$ cat src/core/ocp_consts.svh
// Constants for the output compare / PWM channel: register offsets, field positions, codes.
// Assumes inclusion by bare name from the design file, the checker and the testbench.
`ifndef OCP_CONSTS_SVH
`define OCP_CONSTS_SVH

// Register indices on the plain register port (4-bit address)
`define OCP_ADDR_CTRL        4'h0
`define OCP_ADDR_PRIMARY     4'h1
`define OCP_ADDR_SECONDARY   4'h2
`define OCP_ADDR_TB2_COUNT   4'h3
`define OCP_ADDR_TB2_PERIOD  4'h4
`define OCP_ADDR_TB3_COUNT   4'h5
`define OCP_ADDR_TB3_PERIOD  4'h6
`define OCP_ADDR_STATUS      4'h7

// Control register fields
`define OCP_CTRL_IDLE_BIT    13
`define OCP_CTRL_FAULT_BIT   4
`define OCP_CTRL_TSEL_BIT    3
`define OCP_CTRL_WMASK       16'h200f
`define OCP_CTRL_RESET       16'h0000

// Status register fields: bit0 irq flag (write 1 to clear), bit1 tb2 run, bit2 tb3 run
`define OCP_STAT_IRQ_BIT     0
`define OCP_STAT_RUN2_BIT    1
`define OCP_STAT_RUN3_BIT    2

// Channel number strapping range
`define OCP_FLT_A_LAST_CH    4'h4
`define OCP_DMA_LAST_CH      4'h2

`define OCP_ZERO16           16'h0000
`endif

$ cat src/core/ocp_pkg.sv
// Types for the output compare / PWM channel.
// Assumes ocp_consts.svh is on the include path.
`default_nettype none
package ocp_pkg;
    // Compare mode codes
    typedef enum logic [2:0] {
        OCP_MODE_OFF    = 3'b000,
        OCP_MODE_HIGH   = 3'b001,
        OCP_MODE_LOW    = 3'b010,
        OCP_MODE_TOGGLE = 3'b011,
        OCP_MODE_SINGLE = 3'b100,
        OCP_MODE_CONT   = 3'b101,
        OCP_MODE_PWM    = 3'b110,
        OCP_MODE_PWMF   = 3'b111
    } ocp_mode_t;

    // Pulse sequencer state
    typedef enum logic [1:0] {
        OCP_ST_WAIT_RISE = 2'b00,
        OCP_ST_WAIT_FALL = 2'b01,
        OCP_ST_DONE      = 2'b10
    } ocp_state_t;
endpackage
`default_nettype wire

$ cat src/core/ocp_channel.sv
// Output compare / PWM channel with two local 16-bit time bases and a plain register port.
// Assumes synchronous inputs on clk_sys, one time base tick per count enable pulse.
//
// The strobed register port and the register addresses were decided locally.
`default_nettype none
`include "ocp_consts.svh"

module ocp_channel
    import ocp_pkg::*;
#(
    parameter logic [3:0] CHANNEL_NUM = 4'h1    // Channel index 1..8
) (
    input  wire logic        clk_sys,        // System clock, 10 MHz
    input  wire logic        reset,          // Asynchronous reset, active high
    input  wire logic [3:0]  reg_addr,       // Register index
    input  wire logic [15:0] reg_wdata,      // Write data
    input  wire logic        reg_wr,         // Write strobe
    input  wire logic        reg_rd,         // Read strobe
    output logic      [15:0] reg_rdata,      // Read data, cycle after strobe
    input  wire logic        tick_en,        // Time base count enable pulse
    input  wire logic        cpu_idle,       // Processor in idle mode
    input  wire logic        fault_input_a,  // Fault input, active low
    input  wire logic        fault_input_b,  // Fault input, active low
    output logic             compare_output_pin, // Compare output
    output logic             compare_irq_flag,   // Sticky interrupt flag
    output logic             dma_req         // One-cycle DMA request
);

    // Control and value registers
    logic [15:0] ctrl_q, ctrl_d;                  // Control word
    logic [15:0] pri_q, pri_d;                    // primary_compare_value
    logic [15:0] sec_q, sec_d;                    // secondary_compare_value
    logic [15:0] cnt2_q, cnt2_d, cnt3_q, cnt3_d;  // Time base counts
    logic [15:0] per2_q, per2_d, per3_q, per3_d;  // Period values
    logic        run2_q, run2_d, run3_q, run3_d;  // time_base_run bits
    logic        pin_q, pin_d;                    // Output pin register
    logic        irq_q, irq_d;                    // Interrupt flag
    logic        flt_q, flt_d;                    // fault_status_flag
    logic        dma_q, dma_d;                    // DMA pulse
    ocp_state_t  st_q, st_d;                      // Pulse sequencer
    logic [15:0] rdata_q, rdata_d;                // Read data

    // Decoded fields and helpers
    ocp_mode_t   mode;                // compare_mode_sel
    logic        time_base_select;    // Picks third timer when set
    logic        idle_halt_ctl;       // Halt in idle
    logic        halted;              // Channel frozen
    logic [15:0] tb_cnt;              // Selected time_base_count
    logic [15:0] tb_per;              // Selected period_value
    logic        tb_step;             // Selected time base advances this cycle
    logic        fault_sel;           // Fault input for this channel
    logic        mode_wr;             // Control write rewrites mode
    logic        pwm;                 // Either PWM mode
    logic        period_hit;          // Count equals period on a step
    logic        pri_hit;             // Primary match on a step
    logic        sec_hit;             // Secondary match on a step
    logic        event_flag;          // Hardware sets the irq flag

    assign mode             = ocp_mode_t'(ctrl_q[2:0]);
    assign time_base_select = ctrl_q[`OCP_CTRL_TSEL_BIT];
    assign idle_halt_ctl    = ctrl_q[`OCP_CTRL_IDLE_BIT];
    assign halted           = idle_halt_ctl && cpu_idle;
    assign tb_cnt           = time_base_select ? cnt3_q : cnt2_q;
    assign tb_per           = time_base_select ? per3_q : per2_q;
    assign tb_step          = tick_en && !halted && (time_base_select ? run3_q : run2_q);
    // Fault inputs are active low; channel number picks which one applies
    assign fault_sel        = (CHANNEL_NUM <= `OCP_FLT_A_LAST_CH)
                              ? !fault_input_a : !fault_input_b;
    assign mode_wr          = reg_wr && (reg_addr == `OCP_ADDR_CTRL);
    assign pwm              = (mode == OCP_MODE_PWM) || (mode == OCP_MODE_PWMF);
    // Matches are sampled only on the count step, so each fires once
    assign period_hit       = tb_step && (tb_cnt == tb_per);
    assign pri_hit          = tb_step && (tb_cnt == pri_q);
    assign sec_hit          = tb_step && (tb_cnt == sec_q);

    // Time base next values; the channel halt also freezes both counters
    always_comb begin
        cnt2_d = cnt2_q;
        cnt3_d = cnt3_q;
        per2_d = per2_q;
        per3_d = per3_q;
        run2_d = run2_q;
        run3_d = run3_q;
        if (tick_en && !halted && run2_q) begin
            // Wrap at period so N gives N+1 counts
            cnt2_d = (cnt2_q == per2_q) ? `OCP_ZERO16 : cnt2_q + 16'h0001;
        end
        if (tick_en && !halted && run3_q) begin
            cnt3_d = (cnt3_q == per3_q) ? `OCP_ZERO16 : cnt3_q + 16'h0001;
        end
        if (reg_wr) begin
            if (reg_addr == `OCP_ADDR_TB2_COUNT) begin
                cnt2_d = reg_wdata;
            end else if (reg_addr == `OCP_ADDR_TB2_PERIOD) begin
                per2_d = reg_wdata;
            end else if (reg_addr == `OCP_ADDR_TB3_COUNT) begin
                cnt3_d = reg_wdata;
            end else if (reg_addr == `OCP_ADDR_TB3_PERIOD) begin
                per3_d = reg_wdata;
            end else if (reg_addr == `OCP_ADDR_STATUS) begin
                run2_d = reg_wdata[`OCP_STAT_RUN2_BIT];
                run3_d = reg_wdata[`OCP_STAT_RUN3_BIT];
            end
        end
    end

    // Time base registers
    always_ff @(posedge clk_sys or posedge reset) begin
        if (reset) begin
            cnt2_q <= `OCP_ZERO16;
            cnt3_q <= `OCP_ZERO16;
            per2_q <= 16'hffff;
            per3_q <= 16'hffff;
            run2_q <= 1'b0;
            run3_q <= 1'b0;
        end else begin
            cnt2_q <= cnt2_d;
            cnt3_q <= cnt3_d;
            per2_q <= per2_d;
            per3_q <= per3_d;
            run2_q <= run2_d;
            run3_q <= run3_d;
        end
    end

    // Compare engine: control writes, value loads, output and flags
    always_comb begin
        ctrl_d     = ctrl_q;
        pri_d      = pri_q;
        sec_d      = sec_q;
        pin_d      = pin_q;
        st_d       = st_q;
        flt_d      = flt_q;
        dma_d      = 1'b0;
        event_flag = 1'b0;
        // Software writes; primary is locked in PWM
        if (reg_wr && reg_addr == `OCP_ADDR_PRIMARY && !pwm) begin
            pri_d = reg_wdata;
        end
        if (reg_wr && reg_addr == `OCP_ADDR_SECONDARY) begin
            sec_d = reg_wdata;
        end
        case (mode)
            OCP_MODE_OFF: begin
                pin_d = 1'b0;
            end
            OCP_MODE_HIGH: begin
                if (pri_hit) begin
                    pin_d      = 1'b1;
                    event_flag = 1'b1;
                end
            end
            OCP_MODE_LOW: begin
                if (pri_hit) begin
                    pin_d      = 1'b0;
                    event_flag = 1'b1;
                end
            end
            OCP_MODE_TOGGLE: begin
                if (pri_hit) begin
                    pin_d      = !pin_q;
                    event_flag = 1'b1;
                end
            end
            OCP_MODE_SINGLE, OCP_MODE_CONT: begin
                case (st_q)
                    OCP_ST_WAIT_RISE: begin
                        if (pri_hit) begin
                            pin_d = 1'b1;
                            st_d  = OCP_ST_WAIT_FALL;
                        end
                    end
                    OCP_ST_WAIT_FALL: begin
                        if (sec_hit) begin
                            pin_d      = 1'b0;
                            event_flag = 1'b1;
                            // Single pulse parks; continuous rearms
                            st_d = (mode == OCP_MODE_SINGLE)
                                   ? OCP_ST_DONE : OCP_ST_WAIT_RISE;
                        end
                    end
                    default: begin
                        pin_d = 1'b0;
                    end
                endcase
            end
            default: begin
                // PWM: duty reload at period end, level from count vs duty
                if (flt_q && mode == OCP_MODE_PWMF) begin
                    pin_d = 1'b0;
                end else if (fault_sel && mode == OCP_MODE_PWMF) begin
                    pin_d      = 1'b0;
                    flt_d      = 1'b1;
                    event_flag = 1'b1;
                end else if (period_hit) begin
                    pri_d = sec_q;
                    // Next count is zero: high unless the new duty is zero
                    pin_d = (sec_q != `OCP_ZERO16);
                    event_flag = 1'b1;
                end else if (tb_step) begin
                    // Low from count duty upward when duty within period
                    if (pri_q == `OCP_ZERO16) begin
                        pin_d = 1'b0;
                    end else if (pri_q > tb_per) begin
                        pin_d = 1'b1;
                    end else if (tb_cnt + 16'h0001 >= pri_q) begin
                        pin_d = 1'b0;
                    end else begin
                        pin_d = 1'b1;
                    end
                end
            end
        endcase
        // A mode write restarts the sequence from the documented initial level
        if (mode_wr) begin
            ctrl_d = reg_wdata & `OCP_CTRL_WMASK;
            st_d   = OCP_ST_WAIT_RISE;
            flt_d  = 1'b0;
            case (ocp_mode_t'(reg_wdata[2:0]))
                OCP_MODE_LOW: pin_d = 1'b1;
                OCP_MODE_PWM, OCP_MODE_PWMF: pin_d = (pri_q != `OCP_ZERO16);
                default: pin_d = 1'b0;
            endcase
        end
        if (event_flag && CHANNEL_NUM != 4'h0 && CHANNEL_NUM <= `OCP_DMA_LAST_CH) begin
            dma_d = 1'b1;
        end
    end

    // Interrupt flag: set wins over a software clear in the same cycle
    always_comb begin
        irq_d = irq_q;
        if (reg_wr && reg_addr == `OCP_ADDR_STATUS && reg_wdata[`OCP_STAT_IRQ_BIT]) begin
            irq_d = 1'b0;
        end
        if (event_flag) begin
            irq_d = 1'b1;
        end
    end

    // Read mux: decoded as an if chain, unmapped reads zero
    always_comb begin
        rdata_d = `OCP_ZERO16;
        if (reg_rd) begin
            if (reg_addr == `OCP_ADDR_CTRL) begin
                rdata_d = (ctrl_q & `OCP_CTRL_WMASK) | {11'h000, flt_q, 4'h0};
            end else if (reg_addr == `OCP_ADDR_PRIMARY) begin
                rdata_d = pri_q;
            end else if (reg_addr == `OCP_ADDR_SECONDARY) begin
                rdata_d = sec_q;
            end else if (reg_addr == `OCP_ADDR_TB2_COUNT) begin
                rdata_d = cnt2_q;
            end else if (reg_addr == `OCP_ADDR_TB2_PERIOD) begin
                rdata_d = per2_q;
            end else if (reg_addr == `OCP_ADDR_TB3_COUNT) begin
                rdata_d = cnt3_q;
            end else if (reg_addr == `OCP_ADDR_TB3_PERIOD) begin
                rdata_d = per3_q;
            end else if (reg_addr == `OCP_ADDR_STATUS) begin
                rdata_d = {13'h0000, run3_q, run2_q, irq_q};
            end
        end
    end

    // Channel state registers
    always_ff @(posedge clk_sys or posedge reset) begin
        if (reset) begin
            ctrl_q  <= `OCP_CTRL_RESET;
            pri_q   <= `OCP_ZERO16;
            sec_q   <= `OCP_ZERO16;
            pin_q   <= 1'b0;
            st_q    <= OCP_ST_WAIT_RISE;
            flt_q   <= 1'b0;
            irq_q   <= 1'b0;
            dma_q   <= 1'b0;
            rdata_q <= `OCP_ZERO16;
        end else begin
            ctrl_q  <= ctrl_d;
            pri_q   <= pri_d;
            sec_q   <= sec_d;
            pin_q   <= pin_d;
            st_q    <= st_d;
            flt_q   <= flt_d;
            irq_q   <= irq_d;
            dma_q   <= dma_d;
            rdata_q <= rdata_d;
        end
    end

    assign compare_output_pin = pin_q;
    assign compare_irq_flag   = irq_q;
    assign dma_req            = dma_q;
    assign reg_rdata          = rdata_q;

endmodule
`default_nettype wire

$ cat config.mk
export PLATFORM = sky130hd
export DESIGN_NAME = ocp_channel
export DESIGN_NICKNAME = d
export VERILOG_FILES = /design/src/core/ocp_pkg.sv /design/src/core/ocp_channel.sv
export VERILOG_INCLUDE_DIRS = /design/src /design/src/core
export SDC_FILE = /design/constraint.sdc
export NUM_CORES = 1
export LEC_CHECK = 0
export ABC_AREA = 1
export CORE_ASPECT_RATIO = 0.9
export CORE_MARGIN = 2
export CORE_UTILIZATION = 40
export DETAILED_ROUTE_END_ITERATION = 6
export DONT_BUFFER_PORTS = 1
export MAX_ROUTING_LAYER = met4
export PLACE_DENSITY_LB_ADDON = 0.2
export SYNTH_ARGS = -nofsm -noshare
export SYNTH_HDL_FRONTEND = slang
export SYNTH_SLANG_ARGS = --single-unit
$ cat constraint.sdc
create_clock -name clk_sys -period 3.95 [get_ports clk_sys]
set_input_delay 0.79 -clock clk_sys [delete_from_list [all_inputs] [get_ports clk_sys]]
set_output_delay 0.79 -clock clk_sys [all_outputs]
set_load 0.02 [all_outputs]
; ---- Word-level counts from Yosys, hierarchy flattened
; Index checks and enable logic that the tools add are counted.
[totals]
register_bits = 125
output_inout_bits = 19
word_cells = 159
[op_classes]
add_sub_neg = 3
n_lt_le_gt_ge = 2
n_eq_ne = 30
mux = 62
bitwise = 5
n_reduce_logical = 42
[ops]
columns = operator, count
row1 = 16-bit 2-to-1 mux, 25
row2 = 16-bit == test, 5
row3 = 16-bit by 1-bit adder with 16-bit output (second input constant), 3
row4 = 16-bit nonzero test, 2
row5 = 1-bit 2-to-1 mux, 26
row6 = 3-bit == test (second input constant), 6
row7 = 4-bit by 3-bit == test with 1-bit output (second input constant), 4
row8 = 16-bit >= comparator, 1
row9 = 16-bit greater-than comparator, 1
row10 = 1-bit logical AND, 16
row11 = 16-bit logical NOT, 1
row12 = 14-bit by 5-bit OR with 14-bit output, 1
row13 = 3-bit != test (second input constant), 4
row14 = 2-bit 2-to-1 mux, 5
row15 = 10-bit nonzero test, 1
row16 = 3-bit by 2-bit == test with 1-bit output (second input constant), 3
row17 = 4-bit by 2-bit == test with 1-bit output (second input constant), 2
row18 = 4-bit AND reduction, 2
row19 = 3-bit AND reduction, 2
row20 = 6-bit AND reduction, 1
row21 = 2-bit nonzero test, 3
row22 = 6-bit OR reduction, 1
row23 = 1-bit case mux with 5 select lines, 1
row24 = 5-bit AND reduction, 1
row25 = other kinds (19), 27

; ---- Depth between registers and ports, before layout
[depth]
ltp_word = 12
mapped_depth = 25
ltp_nobuf = 24

; ---- Least setup slack after synthesis
; Ideal clock, no wire load.
[synth_path]
path_kind = reg2reg
from = register ctrl_q[3]
to = register pin_q (netlist: compare_output_pin)
setup_time_ps = 77
arrival_ps = 3019
required_time_ps = 3873
slack_ps = 853
stages_incl_launch_ff = 25
n_path_buf = 1
synth_period_minus_slack_ps = 3097
path_cell_list = dfrtp_1 -> buf_4 -> o21ai_2 -> ha_1 -> nand3_1 -> nor2_1 -> nand2_1 -> nor2_2 -> nand2_1 -> nor4_2 -> nand2_1 -> xor2_1 -> ha_1 -> nand2_1 -> o21bai_1 -> nand2_1 -> a21oi_1 -> nand3_1 -> nand2_1 -> nand2_1 -> nand2_1 -> nand3_1 -> nand2_1 -> nand2_1 -> a21oi_1
[synth_via]
elab_chain_len = 12
elab_cells_between_ends = 29
cone_classes = 1 x add/sub / 2 x order compare / 6 x eq/ne / 14 x mux / 6 x reduce/logical
[synth_rtl]
columns = element, line
row1 = "start, declared", ocp_channel.sv:30  ; logic [15:0] ctrl_q, ctrl_d;
row2 = "start signal, assigned", ocp_channel.sv:268  ; ctrl_q <= `OCP_CTRL_RESET;
row3 = "start signal, assigned", ocp_channel.sv:278  ; ctrl_q <= ctrl_d;
row4 = 16-bit 2-to-1 mux, ocp_channel.sv:63  ; assign tb_cnt = time_base_select ? cnt3_q : cnt2_q;
row5 = 16-bit by 1-bit adder with 16-bit output, ocp_channel.sv:206  ; end else if (tb_cnt + 16'h0001 >= pri_q) begin
row6 = 16-bit >= comparator, ocp_channel.sv:206
row7 = 1-bit 2-to-1 mux, ocp_channel.sv:206
row8 = 1-bit 2-to-1 mux, ocp_channel.sv:204  ; end else if (pri_q > tb_per) begin
row9 = 1-bit 2-to-1 mux, ocp_channel.sv:202  ; if (pri_q == `OCP_ZERO16) begin
row10 = 1-bit 2-to-1 mux, ocp_channel.sv:200  ; end else if (tb_step) begin
row11 = 1-bit 2-to-1 mux, ocp_channel.sv:195  ; end else if (period_hit) begin
row12 = 1-bit 2-to-1 mux, ocp_channel.sv:191  ; end else if (fault_sel && mode == OCP_MODE_PWMF) begin
row13 = 1-bit 2-to-1 mux, ocp_channel.sv:189  ; if (flt_q && mode == OCP_MODE_PWMF) begin
row14 = 1-bit case mux with 5 select lines, ocp_channel.sv:143  ; case (mode)
row15 = 1-bit 2-to-1 mux, ocp_channel.sv:215  ; if (mode_wr) begin
row16 = "end signal, assigned", ocp_channel.sv:281  ; pin_q <= pin_d;
row17 = "end, declared", ocp_channel.sv:36  ; logic pin_q, pin_d;
; Several ways; a longest one is shown, not always the timed one. The select of a mux whose other input is x is not followed.
; A chain may end at the register's enable or synchronous reset.

; ---- Final worst setup path
; Same ends and word-level chain as after synthesis.

==> impl_metrics.csv <==
group,metric,value,unit
power,vdd_drop_max,0.000284,V
global_routing,grt_pass1_wl,58100,um
sta,worst_pin_slew,1.03,ns
synthesis,netlist_instances,1425,
layout,antenna_cells,0,
run_status,status,"finished, final reports clean",
route,ant_nets,0,
synthesis,synth-main-ff-cell,"dfrtp_1",
min_path,hold_class,"primary input to async pin",
synthesis,ys_top_cells_by_count,"nand2_1, inv_1, o21ai_0, nor2_1, dfrtp_1",
route,wl_per_cell,21.8,um
synthesis,synthArstFlopShare,100,%
synthesis,ys_ff_latch,125,
global_routing,antenna_found_initial,0,
critical_path,critPathKind,"register to register",
critical_path,worstSetupEndpointType,"register",
layout,area_growth,13.2,%
floorplan,coreArea,0.0235,sq mm
critical_path,crit_start,"ctrl_q[3]",
clock_tree,clk_path_buf_depth,2,
sta,fin_worst_skew,0.0166,ns
sta,maxSlewViolCount,0,
power,powerDensity,675,mW/mm^2
synthesis,ys_types,45,
sta,min_period_over_period,89.4,%
route,drc_errors,0,
floorplan,io_pins,47,
sta,max_freq,0.283,GHz
route,drtPass1Iterations,5,
floorplan,die_w,168,um
clock_tree,clockRootBuffer,"clkbuf_16",
critical_path,cp.required,4.32,ns
critical_path,crit_chain,"o21ai_4, ha_1, nand3_1, nor2_1, nand2_1, nor2_4, nand2_2, nor4_4, nand2_1, xor2_1, ha_1, nand2_1, o21bai_1, nand2_1, a21oi_2, nand3_1, nand2_1, nand2_1, nand2_1, nand3_1, nand2_1, nand2_1, a21oi_1",
route,via_count,9846,
clock_tree,cts_sinks,125,
run,max-cap-violations,0,
sta,relSlewSlack,31.2,%
critical_path,slowest_delay,0.49,ns
synthesis,synth_area,0.00965,sq mm
synthesis,synth-edff-count,0,
synthesis,syn_area_per_cell,6.77,sq um
floorplan,start_util,41.0,%
synthesis,synth_top_area_share,24.1,%
global_routing,grt_pass1_vias,9283,
global_routing,grt_max_degree,71,
place,gp_congestion,1.01,
route,routed_wl,38400,um
critical_path,path_common_cell,"nand2_1",
sta,layout_setup_ws,0.421,ns
place,placed_cell_area,0.0101,sq mm
route,vias_per_cell,5.59,
synthesis,yosys.area.top_type,"dfrtp_1",
floorplan,rows,53,
clock_tree,numCtsBuffers,17,
synthesis,ys_seq_area_share,32.8,%
place,port_buffers,0,
layout,design_area,0.0109,sq mm
synthesis,synth_area_leaders,"dfrtp_1, nand2_1, dfstp_2",
critical_path,r2r_start,"ctrl_q[3]",
sta,final_hold_viol_count,0,
global_routing,grt_overflow,0,
sta,tns,0,ns
clock_tree,cts.clk_slew.worst_paths,0.06,ns
clock_tree,cts_tree,"built",
critical_path,cp_max_fo,6,
place,hpwl,30100,um
layout,drive_gt1_share,12.7,%
power,p_leak,0.00523,uW
synthesis,ys_warn_count,0,
floorplan,dieArea,0.0254,sq mm
sta,fin_crit,3.53,ns
global_routing,grtUsageTotal,32.2,%
layout,fin_nets,1509,
clock_tree,clk_latency,0.44,ns
sta,setup_viol,0,
clock_tree,h-tree-depth,4,
floorplan,die_h,151,um
critical_path,r2r_slack,0.42,ns
critical_path,cp_slowest_cell,"dfrtp_2",
route,drtIter0Drc,1229,
critical_path,arrival,3.90,ns
place,pre_cts_ws,0.232,ns
synthesis,synth_fp_nets,1488,
critical_path,startpoint_type,"register",
layout,final_util,46.4,%
synthesis,synth_most_common_cell,"nand2_1",
metal layers:
| metal | vias to the layer above | part of all wire [%] | global-route usage, % |
|---|---|---|---|
| li1 | 4720 | - | - |
| met1 | 4669 | 47 | 43.9 |
| met2 | 399 | 44 | 48.8 |
| met3 | 58 | 6.8 | 5.25 |
| met4 | 0 | 3.0 | 11.0 |
| met5 | - | 0 | - |
layout make-up:
| type | instances | area [sq um] |
|---|---|---|
| Multi-Input combinational cell | 1079 | 5650 |
| Sequential cell | 125 | 3170 |
| Inverter | 177 | 668 |
| Tap cell | 302 | 378 |
| Timing Repair Buffer | 46 | 389 |
| Clock inverter | 13 | 245 |
| Fill cell | 2434 | 12600 |
| Clock buffer | 19 | 433 |
power breakdown:
group          internal, uW  total (uW)  switching [uW]
Clock                  1240        1880             636
Sequential             1630        2150             514
Combinational          1170        3350            2180
registers in the layout (all words and copies together), names as in the netlist:
| name | cells |
|---|---|
| reg_rdata | 16 |
| ctrl_q | 5 |
| run3_q | 1 |
| cnt2_q | 16 |
| st_q | 2 |
| run2_q | 1 |
| sec_q | 16 |
| pri_q | 16 |
| compare_output_pin | 1 |
| per3_q | 16 |
| per2_q | 16 |
| cnt3_q | 16 |
| compare_irq_flag | 1 |
| flt_q | 1 |
| dma_req | 1 |
cells by family after synthesis:
group | Yosys count | synth area share, %
buffers and inverters | 221 | 9.35
AO/OA/AOI/OAI | 305 | 19.0
XOR/XNOR | 48 | 4.36
adder cells (fa/ha/maj) | 35 | 4.54
AND/OR/NAND/NOR | 691 | 30.0
flip-flops | 125 | 32.8
metrics by stage:
stage / std cells / hold WS, ns / total power (uW)
global route: 1761 / 0.297 / 7910
CTS: 1756 / 0.276 / 7250
finish: 1761 / 0.276 / 7380
floorplan: 1425 / 0.475 / 4230
detailed placement: 1724 / 0.506 / 5350
global placement: 1724 / 0.496 / 5330
cells in the final DEF (no fill, tap or decap), drive strengths merged:
cell type / instances
o21ai: 190
nand3b: 1
clkinv: 6
dfrtp: 93
a21o: 3
clkbuf: 21
or3: 1
buf: 44
a221oi: 5
bufinv: 7
a41oi: 2
o21a: 3
nor2: 132
xor2: 25
o22ai: 15
a211oi: 7
nand4: 26
nor3b: 1
a31oi: 4
dfstp: 32
ha: 35
nor4: 14
a21oi: 48
o221ai: 6
nand3: 42
o21bai: 1
o211ai: 7
o2111ai: 4
nand2: 456
o221a: 6
inv: 174
o32ai: 4
xnor2: 23
clkinvlp: 3
nor3: 18
path summary, 6_finish.rpt:
check                                      to  cells past startpoint
setup / recovery           compare_output_pin                     23
hold / removal                      cnt3_q[0]                      1
setup reg to reg           compare_output_pin                     23
hold reg to reg                     per3_q[8]                      2
max in group asynchronous          per2_q[12]                      2
min in group clk_sys                ctrl_q[2]                      2
worst max-delay path: cells and delay by family, from the launching register on:
kind	cells	cell delay, ns
adders and majority gates	2	0.50
xor gates and xnor gates	1	0.16
and+or+nand+nor	16	1.65
DFF	1	0.49
AOI/OAI and AO/OA	4	0.65
timing repair:
action,4_1_cts,5_1_grt
buffers inserted,0,4
resized for setup,0,13
endpoints found under the setup margin,0,1
hold buffers,0,0
Note: power is estimated with default switching activity, not from simulation.
